$ cat config.mk
export PLATFORM = sky130hd
export DESIGN_NAME = csl_card_slot
export DESIGN_NICKNAME = d
export VERILOG_FILES = /design/src/include/csl_pkg.sv /design/src/rtl/csl_card_slot.sv
export SDC_FILE = /design/constraint.sdc
export NUM_CORES = 1
export LEC_CHECK = 0
export BUFFER_PORTS_ARGS = -buffer_cell sky130_fd_sc_hd__buf_2
export CAP_MARGIN = 25
export CORE_MARGIN = 2
export CORE_UTILIZATION = 41
export CTS_CLUSTER_SIZE = 30
export DETAILED_ROUTE_END_ITERATION = 6
export PLACE_DENSITY = 0.92
export SYNTH_ARGS = -nofsm -noshare
export SYNTH_HDL_FRONTEND = slang
export SYNTH_SLANG_ARGS = --single-unit
$ cat constraint.sdc
create_clock -name i_clk -period 2.1 [get_ports i_clk]
set_clock_uncertainty 0.2 [all_clocks]
set_input_delay 0.42 -clock i_clk [delete_from_list [all_inputs] [get_ports i_clk]]
set_output_delay 0.42 -clock i_clk [all_outputs]
set_load 0.01 [all_outputs]
$ cat src/include/csl_pkg.sv
/*
 * csl_pkg: constants and carrier types for the card slot support logic.
 * Assumes a 32-bit transfer address from the static memory controller and
 * active-low strobes on both sides of the block.
 */
package csl_pkg;

    // card chip-select address windows (upper nibble of address)
    localparam logic [3:0] CSL_CS4_NIBBLE = 4'h5;
    localparam logic [3:0] CSL_CS5_NIBBLE = 4'h6;
    localparam int         CSL_NIB_HI     = 31;
    localparam int         CSL_NIB_LO     = 28;

    // mode field within the transfer address
    localparam int         CSL_MODE_HI    = 23;
    localparam int         CSL_MODE_LO    = 21;
    localparam int         CSL_REG_BIT    = 22;
    localparam int         CSL_RNW_BIT    = 25;
    localparam logic [2:0] CSL_MODE_ATTR  = 3'h0;
    localparam logic [2:0] CSL_MODE_COMM  = 3'h2;
    localparam logic [2:0] CSL_MODE_IO    = 3'h4;
    localparam logic [2:0] CSL_MODE_IDE   = 3'h6;
    localparam logic [2:0] CSL_MODE_AIDE  = 3'h7;

    // bus widths
    localparam int         CSL_DATA_W     = 32;
    localparam int         CSL_ADDR_W     = 26;
    localparam logic [1:0] CSL_BW_8       = 2'h0;
    localparam logic [1:0] CSL_BW_16      = 2'h1;

    // reset values
    localparam logic       CSL_PULLUP_RST = 1'b1;
    localparam logic       CSL_STROBE_OFF = 1'b1;

    typedef enum logic [2:0] {
        CSL_ATTR, CSL_COMM, CSL_IO, CSL_IDE, CSL_AIDE, CSL_NONE
    } csl_mode_type;

    // controller-side strobes, all active low
    typedef struct packed {
        logic       cs4_n;
        logic       cs5_n;
        logic       rd_n;
        logic       wr_n;
        logic       bs0_n;
        logic       bs1_n;
    } csl_strobe_type;

    // card-side pin group, active low except rnw
    typedef struct packed {
        logic       ce1_n;
        logic       ce2_n;
        logic       oe_n;
        logic       we_n;
        logic       ior_n;
        logic       iow_n;
        logic       cfcs0_n;
        logic       cfcs1_n;
        logic       rnw;
    } csl_card_type;

endpackage : csl_pkg

$ cat src/rtl/csl_card_slot.sv
/*
 * csl_card_slot: card slot support logic of the external bus interface.
 * Assumes strobes and address from the static memory controller and the
 * sdram controller arrive synchronous to i_clk; every pin leaves registered,
 * so card strobes trail controller strobes by one clock.
 */
// Overview of operation
// - card logic works on chip selects four/five only when assigned
// - chip select four at 0x5xxxxxxx, five at 0x6xxxxxxx
// - address bits 23..21 pick attribute, common, io, ide, alt ide
// - address bit 22 drives register select except in true ide and alternate true ide
// - all five modes handled; 16-bit io and ide-select ignored
// - card enables follow their chip-select waveform
// - 16-bit byte-select: high enable from bs1, low from bs0
// - 8-bit common/io: high enable high, low enable low
// - true ide: high enable high, low enable low
// - alternate true ide: high enable low, low enable high
// - standby or unassigned space: both enables high
// - io/ide: strobes on io lines; mem write off; oe low in ide
// - memory modes: strobes on oe/we; io lines held high
// - mux shares 32 data, 26 address, controls by requester
// - address and output controls stable while idle
// - bus handover waits for the controller float time
// - sdram refresh never delays static accesses
// - data pull-ups on after reset, off when disable bit set
// - assigned card chip-select pin carries only card function
// - read-not-write stays valid through the whole transfer
`timescale 1ns/1ps
module csl_card_slot
    import csl_pkg::*;
#(
    parameter int DATA_W = CSL_DATA_W,
    parameter int ADDR_W = CSL_ADDR_W
) (
    input  wire logic                 i_clk,
    input  wire logic                 i_sys_rst,
    input  wire logic                 i_cs_four_card_assign,
    input  wire logic                 i_cs_five_card_assign,
    input  wire logic                 i_data_pullup_disable,
    input  wire logic                 i_card_standby,
    input  wire logic [1:0]           i_bus_width_field,
    input  wire logic [31:0]          i_smc_addr,
    input  wire logic                 i_smc_rnw,
    input  wire csl_strobe_type       i_smc_strobe,
    input  wire logic                 i_smc_req,
    input  wire logic                 i_smc_float_done,
    input  wire logic [DATA_W-1:0]    i_smc_wdata,
    input  wire logic                 i_sdram_req,
    input  wire logic [ADDR_W-1:0]    i_sdram_addr,
    input  wire logic [DATA_W-1:0]    i_sdram_wdata,
    input  wire logic                 i_sdram_wr,
    output logic [ADDR_W-1:0]         o_addr,
    output logic [DATA_W-1:0]         o_data,
    output logic [DATA_W-1:0]         o_data_oe,
    output logic                      o_reg_n,
    output csl_card_type              o_card,
    output logic                      o_chip_select_four,
    output logic                      o_chip_select_five,
    output logic                      o_sdram_owner,
    output logic                      o_data_pullup_en
);

    ////////////////////////////////////////////////////////////////////////
    // address decode

    logic         hit4;
    logic         hit5;
    logic         card_hit;
    logic         card_cs_n;
    logic [2:0]   mode_bits;
    csl_mode_type mode;

    always_comb begin
        hit4 = i_cs_four_card_assign &&
               (i_smc_addr[CSL_NIB_HI:CSL_NIB_LO] == CSL_CS4_NIBBLE);
        hit5 = i_cs_five_card_assign &&
               (i_smc_addr[CSL_NIB_HI:CSL_NIB_LO] == CSL_CS5_NIBBLE);
        card_hit  = i_smc_req && (hit4 || hit5);
        card_cs_n = hit4 ? i_smc_strobe.cs4_n : i_smc_strobe.cs5_n;
        mode_bits = i_smc_addr[CSL_MODE_HI:CSL_MODE_LO];
        // undefined codes fall to no-card so no enable or command strobe fires
        case (mode_bits)
            CSL_MODE_ATTR: mode = CSL_ATTR;
            CSL_MODE_COMM: mode = CSL_COMM;
            CSL_MODE_IO:   mode = CSL_IO;
            CSL_MODE_IDE:  mode = CSL_IDE;
            CSL_MODE_AIDE: mode = CSL_AIDE;
            default:       mode = CSL_NONE;
        endcase
        if (!card_hit) begin
            mode = CSL_NONE;
        end
    end

    ////////////////////////////////////////////////////////////////////////
    // card enables, strobe steering and next pin values

    csl_card_type card_nxt;
    logic         wide;

    always_comb begin
        wide     = (i_bus_width_field == CSL_BW_16);
        card_nxt = '1; // everything deasserted by default
        card_nxt.rnw     = o_card.rnw;
        card_nxt.cfcs0_n = hit4 && card_hit ? i_smc_strobe.cs4_n : 1'b1;
        card_nxt.cfcs1_n = hit5 && card_hit ? i_smc_strobe.cs5_n : 1'b1;
        // io16 and ide-select inputs deliberately absent
        if (!i_card_standby && mode != CSL_NONE && !card_cs_n) begin
            card_nxt.rnw = i_smc_rnw;
            case (mode)
                CSL_ATTR: begin
                    // even byte only, width must be 16
                    card_nxt.ce2_n = i_smc_strobe.bs1_n;
                    card_nxt.ce1_n = i_smc_strobe.bs0_n;
                    card_nxt.oe_n  = i_smc_strobe.rd_n;
                    card_nxt.we_n  = i_smc_strobe.wr_n;
                end
                CSL_COMM, CSL_IO: begin
                    card_nxt.ce2_n = wide ? i_smc_strobe.bs1_n : 1'b1;
                    card_nxt.ce1_n = wide ? i_smc_strobe.bs0_n : 1'b0;
                    if (mode == CSL_COMM) begin
                        card_nxt.oe_n = i_smc_strobe.rd_n;
                        card_nxt.we_n = i_smc_strobe.wr_n;
                    end else begin
                        card_nxt.ior_n = i_smc_strobe.rd_n;
                        card_nxt.iow_n = i_smc_strobe.wr_n;
                    end
                end
                CSL_IDE: begin
                    card_nxt.ce2_n = 1'b1;
                    card_nxt.ce1_n = 1'b0;
                    card_nxt.oe_n  = 1'b0;
                    card_nxt.ior_n = i_smc_strobe.rd_n;
                    card_nxt.iow_n = i_smc_strobe.wr_n;
                end
                CSL_AIDE: begin
                    card_nxt.ce2_n = 1'b0;
                    card_nxt.ce1_n = 1'b1;
                    card_nxt.oe_n  = 1'b0;
                    card_nxt.ior_n = i_smc_strobe.rd_n;
                    card_nxt.iow_n = i_smc_strobe.wr_n;
                end
                default: begin
                    card_nxt.ce1_n = 1'b1;
                end
            endcase
        end
    end

    // card pins; enables copy the chip-select waveform one clock later
    always_ff @(posedge i_clk) begin
        if (i_sys_rst) begin
            o_card <= '1;
        end else begin
            o_card <= card_nxt;
        end
    end

    // register-select follows address bit 22 except in true ide and alternate true ide
    always_ff @(posedge i_clk) begin
        if (i_sys_rst) begin
            o_reg_n <= 1'b1;
        end else if (card_hit && mode != CSL_NONE) begin
            o_reg_n <= (mode == CSL_IDE || mode == CSL_AIDE) ? 1'b1
                       : i_smc_addr[CSL_REG_BIT];
        end
    end

    // chip-select pins carry the plain selects only when not assigned
    always_ff @(posedge i_clk) begin
        if (i_sys_rst) begin
            o_chip_select_four <= CSL_STROBE_OFF;
            o_chip_select_five <= CSL_STROBE_OFF;
        end else begin
            o_chip_select_four <= i_cs_four_card_assign ? 1'b1
                                  : i_smc_strobe.cs4_n;
            o_chip_select_five <= i_cs_five_card_assign ? 1'b1
                                  : i_smc_strobe.cs5_n;
        end
    end

    ////////////////////////////////////////////////////////////////////////
    // shared address and data mux

    // static owns the bus once its float time has run out; sdram refresh
    // (req without write) drives the shared address but no data; static wins, so it never stalls static
    logic smc_owns;
    assign smc_owns = i_smc_req && i_smc_float_done;

    always_ff @(posedge i_clk) begin
        if (i_sys_rst) begin
            o_addr        <= '0;
            o_sdram_owner <= 1'b0;
        end else if (smc_owns) begin
            o_addr        <= i_smc_addr[ADDR_W-1:0];
            o_sdram_owner <= 1'b0;
        end else if (i_sdram_req) begin
            o_addr        <= i_sdram_addr;
            o_sdram_owner <= 1'b1;
        end
        // idle: address holds its last value, no toggling
    end

    always_ff @(posedge i_clk) begin
        if (i_sys_rst) begin
            o_data    <= '0;
            o_data_oe <= '0;
        end else if (smc_owns) begin
            o_data    <= i_smc_wdata;
            o_data_oe <= {DATA_W{!i_smc_rnw}};
        end else if (i_sdram_req && i_sdram_wr) begin
            o_data    <= i_sdram_wdata;
            o_data_oe <= '1;
        end else begin
            o_data_oe <= '0;
        end
    end

    // pull-ups on data low half, enabled out of reset
    always_ff @(posedge i_clk) begin
        if (i_sys_rst) begin
            o_data_pullup_en <= CSL_PULLUP_RST;
        end else begin
            o_data_pullup_en <= !i_data_pullup_disable;
        end
    end

    ////////////////////////////////////////////////////////////////////////
    // assertions

    a_pullup_reset: assert property (@(posedge i_clk)
        $fell(i_sys_rst) |-> o_data_pullup_en)
        else $error("pull-ups not enabled after reset");

    a_pullup_off: assert property (@(posedge i_clk) disable iff (i_sys_rst)
        i_data_pullup_disable ##1 !i_sys_rst |-> !o_data_pullup_en)
        else $error("pull-ups stay on though disabled");

    a_enables_idle: assert property (@(posedge i_clk) disable iff (i_sys_rst)
        (i_card_standby || !card_hit)
        |=> (o_card.ce1_n && o_card.ce2_n))
        else $error("card enable active in standby or unassigned");

    a_io_lines_mem: assert property (@(posedge i_clk) disable iff (i_sys_rst)
        (card_hit && (mode == CSL_ATTR || mode == CSL_COMM))
        |=> (o_card.ior_n && o_card.iow_n))
        else $error("io strobe active in memory mode");

    a_ide_oe_low: assert property (@(posedge i_clk) disable iff (i_sys_rst)
        (card_hit && mode == CSL_IDE && !card_cs_n && !i_card_standby)
        |=> (!o_card.oe_n && o_card.we_n && !o_card.ce1_n))
        else $error("true ide output enable not low");

    a_alt_enables: assert property (@(posedge i_clk) disable iff (i_sys_rst)
        (card_hit && mode == CSL_AIDE && !card_cs_n && !i_card_standby)
        |=> (!o_card.ce2_n && o_card.ce1_n))
        else $error("alternate ide enables wrong");

    a_eight_bit: assert property (@(posedge i_clk) disable iff (i_sys_rst)
        (card_hit && mode == CSL_COMM && !wide && !card_cs_n
         && !i_card_standby) |=> (o_card.ce2_n && !o_card.ce1_n))
        else $error("8-bit common enables wrong");

    a_cs_follow: assert property (@(posedge i_clk) disable iff (i_sys_rst)
        (card_hit && hit4)
        |=> (o_card.cfcs0_n == $past(i_smc_strobe.cs4_n)))
        else $error("card select does not follow chip select");

    // wide memory and attribute cycles hand the byte selects straight over
    a_wide_bytes: assert property (@(posedge i_clk) disable iff (i_sys_rst)
        (card_hit && (mode == CSL_ATTR || (mode == CSL_COMM && wide))
         && !card_cs_n && !i_card_standby)
        |=> (o_card.ce1_n == $past(i_smc_strobe.bs0_n)
             && o_card.ce2_n == $past(i_smc_strobe.bs1_n)))
        else $error("byte selects not steered to card enables");

    a_reg_select: assert property (@(posedge i_clk) disable iff (i_sys_rst)
        (card_hit
         && (mode == CSL_ATTR || mode == CSL_COMM || mode == CSL_IO))
        |=> (o_reg_n == $past(i_smc_addr[CSL_REG_BIT])))
        else $error("register select does not follow address");

    a_rnw_hold: assert property (@(posedge i_clk) disable iff (i_sys_rst)
        (i_card_standby || mode == CSL_NONE || card_cs_n)
        |=> $stable(o_card.rnw))
        else $error("card direction moved outside a transfer");

    a_cs_dedicated: assert property (@(posedge i_clk) disable iff (i_sys_rst)
        i_cs_four_card_assign |=> o_chip_select_four)
        else $error("assigned chip select pin still driven");

    a_addr_stable: assert property (@(posedge i_clk) disable iff (i_sys_rst)
        (!smc_owns && !i_sdram_req) |=> $stable(o_addr))
        else $error("address moved while idle");

    c_ide_access: cover property (@(posedge i_clk)
        card_hit && mode == CSL_IDE && !card_cs_n);
    c_common_wide: cover property (@(posedge i_clk)
        card_hit && mode == CSL_COMM && wide && !card_cs_n);
    c_sdram_write: cover property (@(posedge i_clk)
        i_sdram_req && i_sdram_wr && !smc_owns);
    c_alt_ide: cover property (@(posedge i_clk)
        card_hit && mode == CSL_AIDE && !card_cs_n);
    c_standby_hit: cover property (@(posedge i_clk)
        card_hit && i_card_standby && !card_cs_n);

endmodule : csl_card_slot

# Word-level counts from Yosys, hierarchy flattened
# Index checks and enable logic that the tools add are counted.
[op_classes]
n_eq_ne = 12
muxes = 18
bitwise = 3
reduce_logical = 28
[ops]
columns = ["op", "n"]
rows = [
  ["two-way mux 32 bit", 4],
  ["two-way mux 26 bit", 2],
  ["OR reduction 2 bit", 8],
  ["case mux 3 bit (5 select lines)", 1],
  ["== test 3 bit, second input constant", 4],
  ["logical AND 1 bit", 10],
  ["== test 3 x 2 -> 1 bit, second input constant", 3],
  ["== test 4 x 3 -> 1 bit, second input constant", 2],
  ["case mux 2 bit (4 select lines)", 1],
  ["logical NOT 3 bit", 2],
  ["logical NOT 1 bit", 4],
  ["two-way mux 1 bit", 4],
  ["two-way mux 2 bit", 2],
  ["case mux 2 bit (2 select lines)", 1],
  ["nonzero test 2 bit", 2],
  ["== test 3 x 1 -> 1 bit, second input constant", 1],
  ["two-way mux 3 bit", 1],
  ["!= test 3 bit, second input constant", 1],
  ["NOT 1 bit", 3],
  ["case mux 1 bit (3 select lines)", 1],
  ["== test 2 x 1 -> 1 bit, second input constant", 1],
  ["logical OR 1 bit", 2],
  ["case mux 1 bit (2 select lines)", 1],
]
[totals]
register_bits = 104
inputBits = 141
wordCells = 78

# Longest topological paths before layout
# Gate-level depths: netlist of the first run.
[depth]
ltp_word = 10
depth_mapped = 7

# Least setup slack after synthesis of the first run
# Ideal clock, no wire load.
[synth_path]
path_kind = "in2reg"
from = "input i_smc_req"
to = "register o_card[5] (netlist name)"
setup_ns = 0.134
t_arrival_ns = 1.635
required_ns = 1.766
slack_ns = 0.131
cell_stages = 5
path_buffers = 1
cell_sequence = "buf_4 nand3b_4 a2111oi_4 nand4b_2 or4_1"
[synth_between]
elab_chain_cells = 7
[synth_rtl]
columns = ["element", "line", "source"]
rows = [
  ["start, declared", "csl_card_slot.sv:45", "input wire logic i_smc_req,"],
  ["logical AND 1 bit (*)", "csl_card_slot.sv:78", "card_hit = i_smc_req && (hit4 || hit5);"],
  ["two-way mux 3 bit (*)", "csl_card_slot.sv:90", "if (!card_hit) begin"],
  ["!= test 3 bit", "csl_card_slot.sv:108", "if (!i_card_standby && mode != CSL_NONE && !card_cs_n) begin"],
  ["logical AND 1 bit (2 in a row)", "csl_card_slot.sv:108", ""],
  ["NOT 1 bit (no line)", "--", ""],
  ["OR reduction 2 bit (no line)", "--", ""],
  ["end signal, assigned", "csl_card_slot.sv:155", "o_card <= card_nxt;"],
  ["end, declared", "csl_card_slot.sv:56", "output csl_card_type o_card,"],
]
# Mark *: on every way between the ends. The rest lies on a longest branch, timed or not.
# A chain may end at the register's enable or synchronous reset.

# Worst setup path after layout of the first run
[layout_path]
from = "input i_smc_addr[28]"
to = "register o_card[5] (netlist name)"
[layout_between]
elab_chain_cells = 10
[layout_rtl]
columns = ["element", "line", "source"]
rows = [
  ["start, declared", "csl_card_slot.sv:42", "input wire logic [31:0] i_smc_addr,"],
  ["== test 4 x 3 -> 1 bit, on equally long branches", "csl_card_slot.sv:75, csl_card_slot.sv:77", ""],
  ["logical AND 1 bit, on equally long branches", "csl_card_slot.sv:74, csl_card_slot.sv:76", ""],
  ["logical OR 1 bit", "csl_card_slot.sv:78", ""],
  ["logical AND 1 bit", "csl_card_slot.sv:78", ""],
  ["two-way mux 3 bit", "csl_card_slot.sv:90", ""],
  ["!= test 3 bit", "csl_card_slot.sv:108", ""],
  ["logical AND 1 bit (2 in a row)", "csl_card_slot.sv:108", ""],
  ["NOT 1 bit (no line)", "--", ""],
  ["OR reduction 2 bit (no line)", "--", ""],
]
# Several ways; a longest one is shown, not always the timed one.

==> results of run 1 <==
through the flow:
step / power [mW] / instances / hold WS (ns) / cell area (sq um)
final: 3.65 / 705 / 0.0577 / 4810
after global routing: 3.82 / 705 / 0.0412 / 4810
after CTS: 3.68 / 705 / 0.0428 / 4810
after detailed placement: 2.26 / 689 / 0.288 / 4550
after global placement: 2.23 / 689 / 0.282 / 4550
after floorplan: 1.96 / 391 / 0.294 / 3430
per-layer routing:
layer / share of wire / wire, um / track usage
met1: 0.38 / 3910 / 0.239
met3: 0.074 / 755 / 0.0514
met5: 0 / 0 / 0
met4: 0.017 / 172 / 0.0929
met2: 0.52 / 5330 / 0.388
worst max-delay path: stages:
cell       delay [ns]
buf_2            0.13
nand3b_4         0.17
a2111oi_4        0.39
nand4b_2         0.20
or4_1            0.48
how the worst max path moves through the flow:
stage / startpoint / to / slack (ns) / cells after the start
after global placement: i_smc_addr[28] / o_card[5] / 0.01 / 5
final: i_smc_addr[28] / o_card[5] / 0.33 / 5
after global routing: i_smc_addr[28] / o_card[5] / 0.26 / 5
after floorplan: i_smc_req / o_card[5] / 0.13 / 5
after detailed placement: i_smc_addr[28] / o_card[5] / -0.01 / 5
after CTS: i_smc_addr[28] / o_card[5] / 0.36 / 5
final cells by class:
cell class	instances	area (sq um)
Clock buffer	12	165
Inverter	1	3.75
Tap cell	105	131
Clock inverter	4	97.6
Sequential cell	73	1460
Multi-Input combinational cell	251	1590
Timing Repair Buffer	259	1360
Fill cell	724	3360
Yosys cell counts (2+ instances only):
| cell type | instances | area [sq um] |
|---|---|---|
| a211oi_1 | 26 | 195 |
| a21oi_1 | 2 | 10.0 |
| a311oi_1 | 32 | 280 |
| and3b_1 | 2 | 17.5 |
| buf_1 | 9 | 33.8 |
| buf_2 | 8 | 40.0 |
| buf_4 | 32 | 240 |
| clkbuf_1 | 17 | 63.8 |
| dfxtp_1 | 73 | 1460 |
| mux2i_1 | 28 | 280 |
| nand2_1 | 37 | 139 |
| nand2b_1 | 3 | 18.8 |
| nand3_1 | 35 | 175 |
| nand3b_4 | 3 | 60.1 |
| nor2_1 | 63 | 236 |
| o21ai_0 | 2 | 10.0 |
| o21bai_1 | 3 | 22.5 |
| or3_1 | 4 | 25.0 |
| or4_1 | 3 | 22.5 |
cell families after synthesis:
family / count (synthesis) / synth area share
AND/OR/NAND/NOR: 152 / 0.209
flip-flops: 73 / 0.426
AO/OA/AOI/OAI: 71 / 0.172
buffers and inverters: 67 / 0.111
multiplexers: 28 / 0.0818
state kept, by name, summed over array words and instances (netlist names):
signal / count
o_addr: 26
o_data_oe: 1
o_chip_select_four: 1
o_chip_select_five: 1
o_card: 9
o_reg_n: 1
o_data: 32
o_sdram_owner: 1
o_data_pullup_en: 1
placed cells by master (no fill, tap or decap), types with 3 or more instances in the layout:
cell	count
or4_1	3
nand2_1	35
buf_2	242
nor2_1	63
mux2i_1	28
clkbuf_8	12
nand3b_4	3
nand2b_1	3
a311oi_1	32
nand3_1	35
buf_4	15
o21bai_1	3
or3_1	4
bufinv_16	3
a211oi_1	26
dfxtp_1	73
report_power, final:
group	internal (mW)	total [mW]	switching [mW]
sequential	1.48	1.53	0.0489
combinational	0.320	0.692	0.372
clock	0.888	1.42	0.533
==> results.py, run 1 <==
metrics = {
    "clocking": {
        "cts_setup_buffers": 0,
        "hold_buffers": 0,
        "cts_resized": 0,
        "clock_latency_ns": 0.34,
        "cts_max_level": 3,
        "cts_tree": "yes",
        "clk_pin_slew_ns": 0.07,
        "clockBufferDepth": 2,
        "clock_sinks": 73,
        "clockRootBuffer": "clkbuf_8",
        "cts_buffers": 9,
    },
    "floorplanning": {
        "core-area_sq_mm": 0.00818,
        "dieHeight_um": 95.4,
        "ios": 245,
        "rows": 33,
        "start_util": 0.419,
        "die_x_um": 95.4,
        "die_area_sq_mm": 0.00911,
    },
    "global_routing": {
        "grt-ovfl-total": 0,
        "grt_pass1_vias": 3378,
        "grt_usage": 0.215,
        "grt_max_degree": 40,
        "antenna_found_initial": 0,
        "grt_pass1_wl_um": 15400,
    },
    "sta": {
        "rsz0062_at_grt": "no",
        "max_freq_ghz": 0.564,
        "tightest_slew_ns": 0.454,
        "period_share": 0.844,
        "hold_viol": 0,
        "fin_crit_ns": 1.77,
        "worst_slack_ns": 0.327,
        "drv_slew": 0,
        "relSlewSlack": 0.697,
        "setup_viol": 0,
        "finalSetupTns_ns": 0,
    },
    "drt": {
        "vias": 3660,
        "routed_via_density": 5.19,
        "drt_iter0_markers": 165,
        "drtPass1Iterations": 4,
        "post-route-drc-count": 0,
        "routedWlPerCell_um": 14.4,
        "totalWireLength_um": 10200,
        "postRouteAntennaNets": 0,
    },
    "critical_path": {
        "cp.required_ns": 2.12,
        "path_max_fanout": 5,
        "end_kind": "register",
        "r2r_setup_slack_ns": 1.07,
        "worstPathArrival_ns": 1.79,
        "crit_type": "input pin to register",
        "timing.rr.end": "o_addr[5]",
        "worstSetupStartpointType": "input pin",
        "critical_path.reg2reg.startpoint": "o_addr[5]",
        "r2r_cells": 2,
    },
    "min_path": {
        "min-delay-start": "i_data_pullup_disable",
        "min_to": "o_data_pullup_en",
        "hold_depth": 2,
        "hold_path_class": "input pin to register",
    },
    "placed_design": {
        "hpwl_um": 7560,
        "gp_congestion": 0.810,
        "port_buffers": 242,
        "pre_cts_ws_ns": -0.0144,
    },
    "finish": {
        "area_growth_syn_to_layout_pct": 40.4,
        "utilization": 0.589,
        "n_antenna_cell": 0,
        "drive_above_1_share": 0.472,
        "fin_nets": 736,
    },
    "logic_synthesis": {
        "synth.net_count": 532,
        "synth-warning-count": 0,
        "synth-main-ff-cell": "dfxtp_1",
        "synth_edf_count": 0,
        "synth.distinct_cells": 28,
        "synthArstFlopShare": 0,
        "ys_seq_area_frac": 0.426,
        "yosys_register_bits": 73,
        "synthCells": 391,
        "syn-cell-area_sq_mm": 0.00343,
        "avgSynthCellArea_sq_um": 8.76,
    },
    "power": {
        "p_leak_nw": 2.47,
        "peakVddDrop_mv": 0.370,
        "powerDensity_mw_per_mm2": 758,
    },
    "job": {
        "cap_violations": 0,
    },
    "status": {
        "status": "complete, no violations",
    },
}
Note: power is estimated with default switching activity, not from simulation.
==> run 2: changes to the inputs <==
==> constraint.sdc (replaced) <==
create_clock -name i_clk -period 1.7 [get_ports i_clk]
set_clock_uncertainty 0.2 [all_clocks]
set_input_delay 0.34 -clock i_clk [delete_from_list [all_inputs] [get_ports i_clk]]
set_output_delay 0.34 -clock i_clk [all_outputs]
set_load 0.01 [all_outputs]
==> run 2 against run 1 <==
Effect of this change: design area rose by 1.4%; sequential cell count is the same; cell count grew 1.4%; first-iteration DRC count is 21% lower; die area stayed put; combinational power is 28% higher; non-clock buffer count grew 11; sequential share of layout area down 0.43 points; clock-buffer cell count shrank 2.
==> results.py, run 2 (same netlist as run 1, synthesis figures left out) <==
metrics = {
    "clocking": {
        "cts_tree": "yes",
        "clockRootBuffer": "clkbuf_8",
        "clk_pin_slew_ns": 0.08,
        "cts_buffers": 9,
        "clock_latency_ns": 0.33,
        "cts_setup_buffers": 0,
        "clockBufferDepth": 2,
        "cts_max_level": 3,
        "clock_sinks": 73,
    },
    "finish": {
        "stdcell_count": 715,
        "reg.largest.list": "o_data (32), o_addr (26), o_card (9)",
        "area_growth_syn_to_layout_pct": 42.4,
        "fin_nets": 747,
        "layout_commonest_cell": "buf_2",
        "largest_reg_flops": 32,
        "final_cell_mix": "241 x buf_2, 73 x dfxtp_1, 63 x nor2_1",
        "top_register": "o_data",
        "drive_above_1_share": 0.479,
        "register_area_sq_mm": 0.00146,
        "fillCellCount": 730,
        "n_antenna_cell": 0,
        "multiInputGateArea_sq_mm": 0.00159,
    },
    "critical_path": {
        "path_max_fanout": 4,
        "worstPathArrival_ns": 1.65,
        "cp_slowest_stage_delay_ns": 0.48,
        "cp.required_ns": 1.71,
        "path_cells": "buf_6 -> nand3b_4 -> a2111oi_4 -> nand4b_2 -> or4_1",
        "crit_buf_inv": 1,
        "end_kind": "register",
        "path_delay_family": "simple AND/OR/NAND/NOR gates",
        "crit_slowest_cell": "or4_1",
        "crit_type": "input pin to register",
        "worstSetupStartpointType": "input pin",
    },
    "sta": {
        "setup_viol": 0,
        "max_freq_ghz": 0.609,
        "fin_crit_ns": 1.64,
        "hold_viol": 0,
        "hold_ws_ns": 0.0359,
        "tightest_slew_ns": 0.393,
        "relSlewSlack": 0.738,
        "rsz0062_at_grt": "no",
        "drv_slew": 0,
        "period_share": 0.966,
    },
    "floorplanning": {
        "core-area_sq_mm": 0.00818,
        "die_area_sq_mm": 0.00911,
        "start_util": 0.419,
        "rows": 33,
        "dieHeight_um": 95.4,
        "ios": 245,
        "die_x_um": 95.4,
    },
    "drt": {
        "postRouteAntennaNets": 0,
        "drtPass1Iterations": 4,
        "post-route-drc-count": 0,
        "vias": 3736,
        "totalWireLength_um": 10500,
        "drt_iter0_markers": 130,
        "routed_via_density": 5.23,
        "routedWlPerCell_um": 14.6,
    },
    "placed_design": {
        "gp_congestion": 0.843,
        "port_buffers": 242,
        "dpl.cell_count": 698,
        "hpwl_um": 7920,
    },
    "min_path": {
        "hold_path_class": "input pin to register",
    },
    "job": {
        "cap_violations": 0,
    },
    "global_routing": {
        "antenna_found_initial": 0,
        "grt_pass1_vias": 3386,
        "grt_usage": 0.219,
        "grt_max_degree": 39,
        "grt_pass1_wl_um": 15600,
        "grt-ovfl-total": 0,
    },
    "power": {
        "p_leak_nw": 2.51,
        "powerDensity_mw_per_mm2": 876,
        "peakVddDrop_mv": 0.561,
    },
    "status": {
        "status": "complete, no violations",
    },
}
run 2: area by class of cell:
type / count / share of cell area
inverters: 1 / 0.000769
repair buffers: 270 / 0.302
well taps: 105 / 0.0269
multi-input cells: 251 / 0.326
clock inverters: 5 / 0.0164
flip-flops and latches: 73 / 0.299
clock buffers: 10 / 0.0282
run 2: worst reg2reg max path, cell delays in order (launching register included):
cell	delay, ns
dfxtp_1	0.33
nor2_1	0.06
a311oi_1	0.31
run 2: report_power, final:
part | internal [mW] | switching (mW)
clock network | 0.856 | 0.642
registers | 1.83 | 0.0596
logic | 0.416 | 0.467
run 2: final timing paths:
kind              startpoint                 end  slack (ns)  cells after the start
max           i_smc_addr[28]           o_card[5]        0.06                      5
min          i_smc_strobe[4]  o_chip_select_five        0.04                      2
max reg2reg        o_data[7]           o_data[7]        0.69                      2
min reg2reg       o_data[22]          o_data[22]        0.30                      2
run 2: repair_timing:
item,CTS,global route
hold endpoints to repair,2,0
resized for setup,0,2
hold buffers,2,0
endpoints found under the setup margin,0,33
run 2: through the flow:
stage	area, sq um	total power, mW	utilization	worst slack, ns	TNS [ns]
floorplan	3430	2.42	-	-0.141	-0.222
global placement	4630	2.77	0.567	-0.249	-0.907
detailed placement	4630	2.81	0.567	-0.302	-1.22
CTS	4870	4.31	0.596	0.0593	0
global route	4880	4.49	0.597	0.00248	0
finish	4880	4.27	0.597	0.0586	0
run 2: routing by layer:
layer | vias up | share of wire | track usage
li1 | 1800 | - | -
met1 | 1739 | 0.37 | 0.236
met2 | 186 | 0.54 | 0.411
met3 | 11 | 0.079 | 0.0530
met4 | 0 | 0.013 | 0.0810
met5 | - | 0 | 0
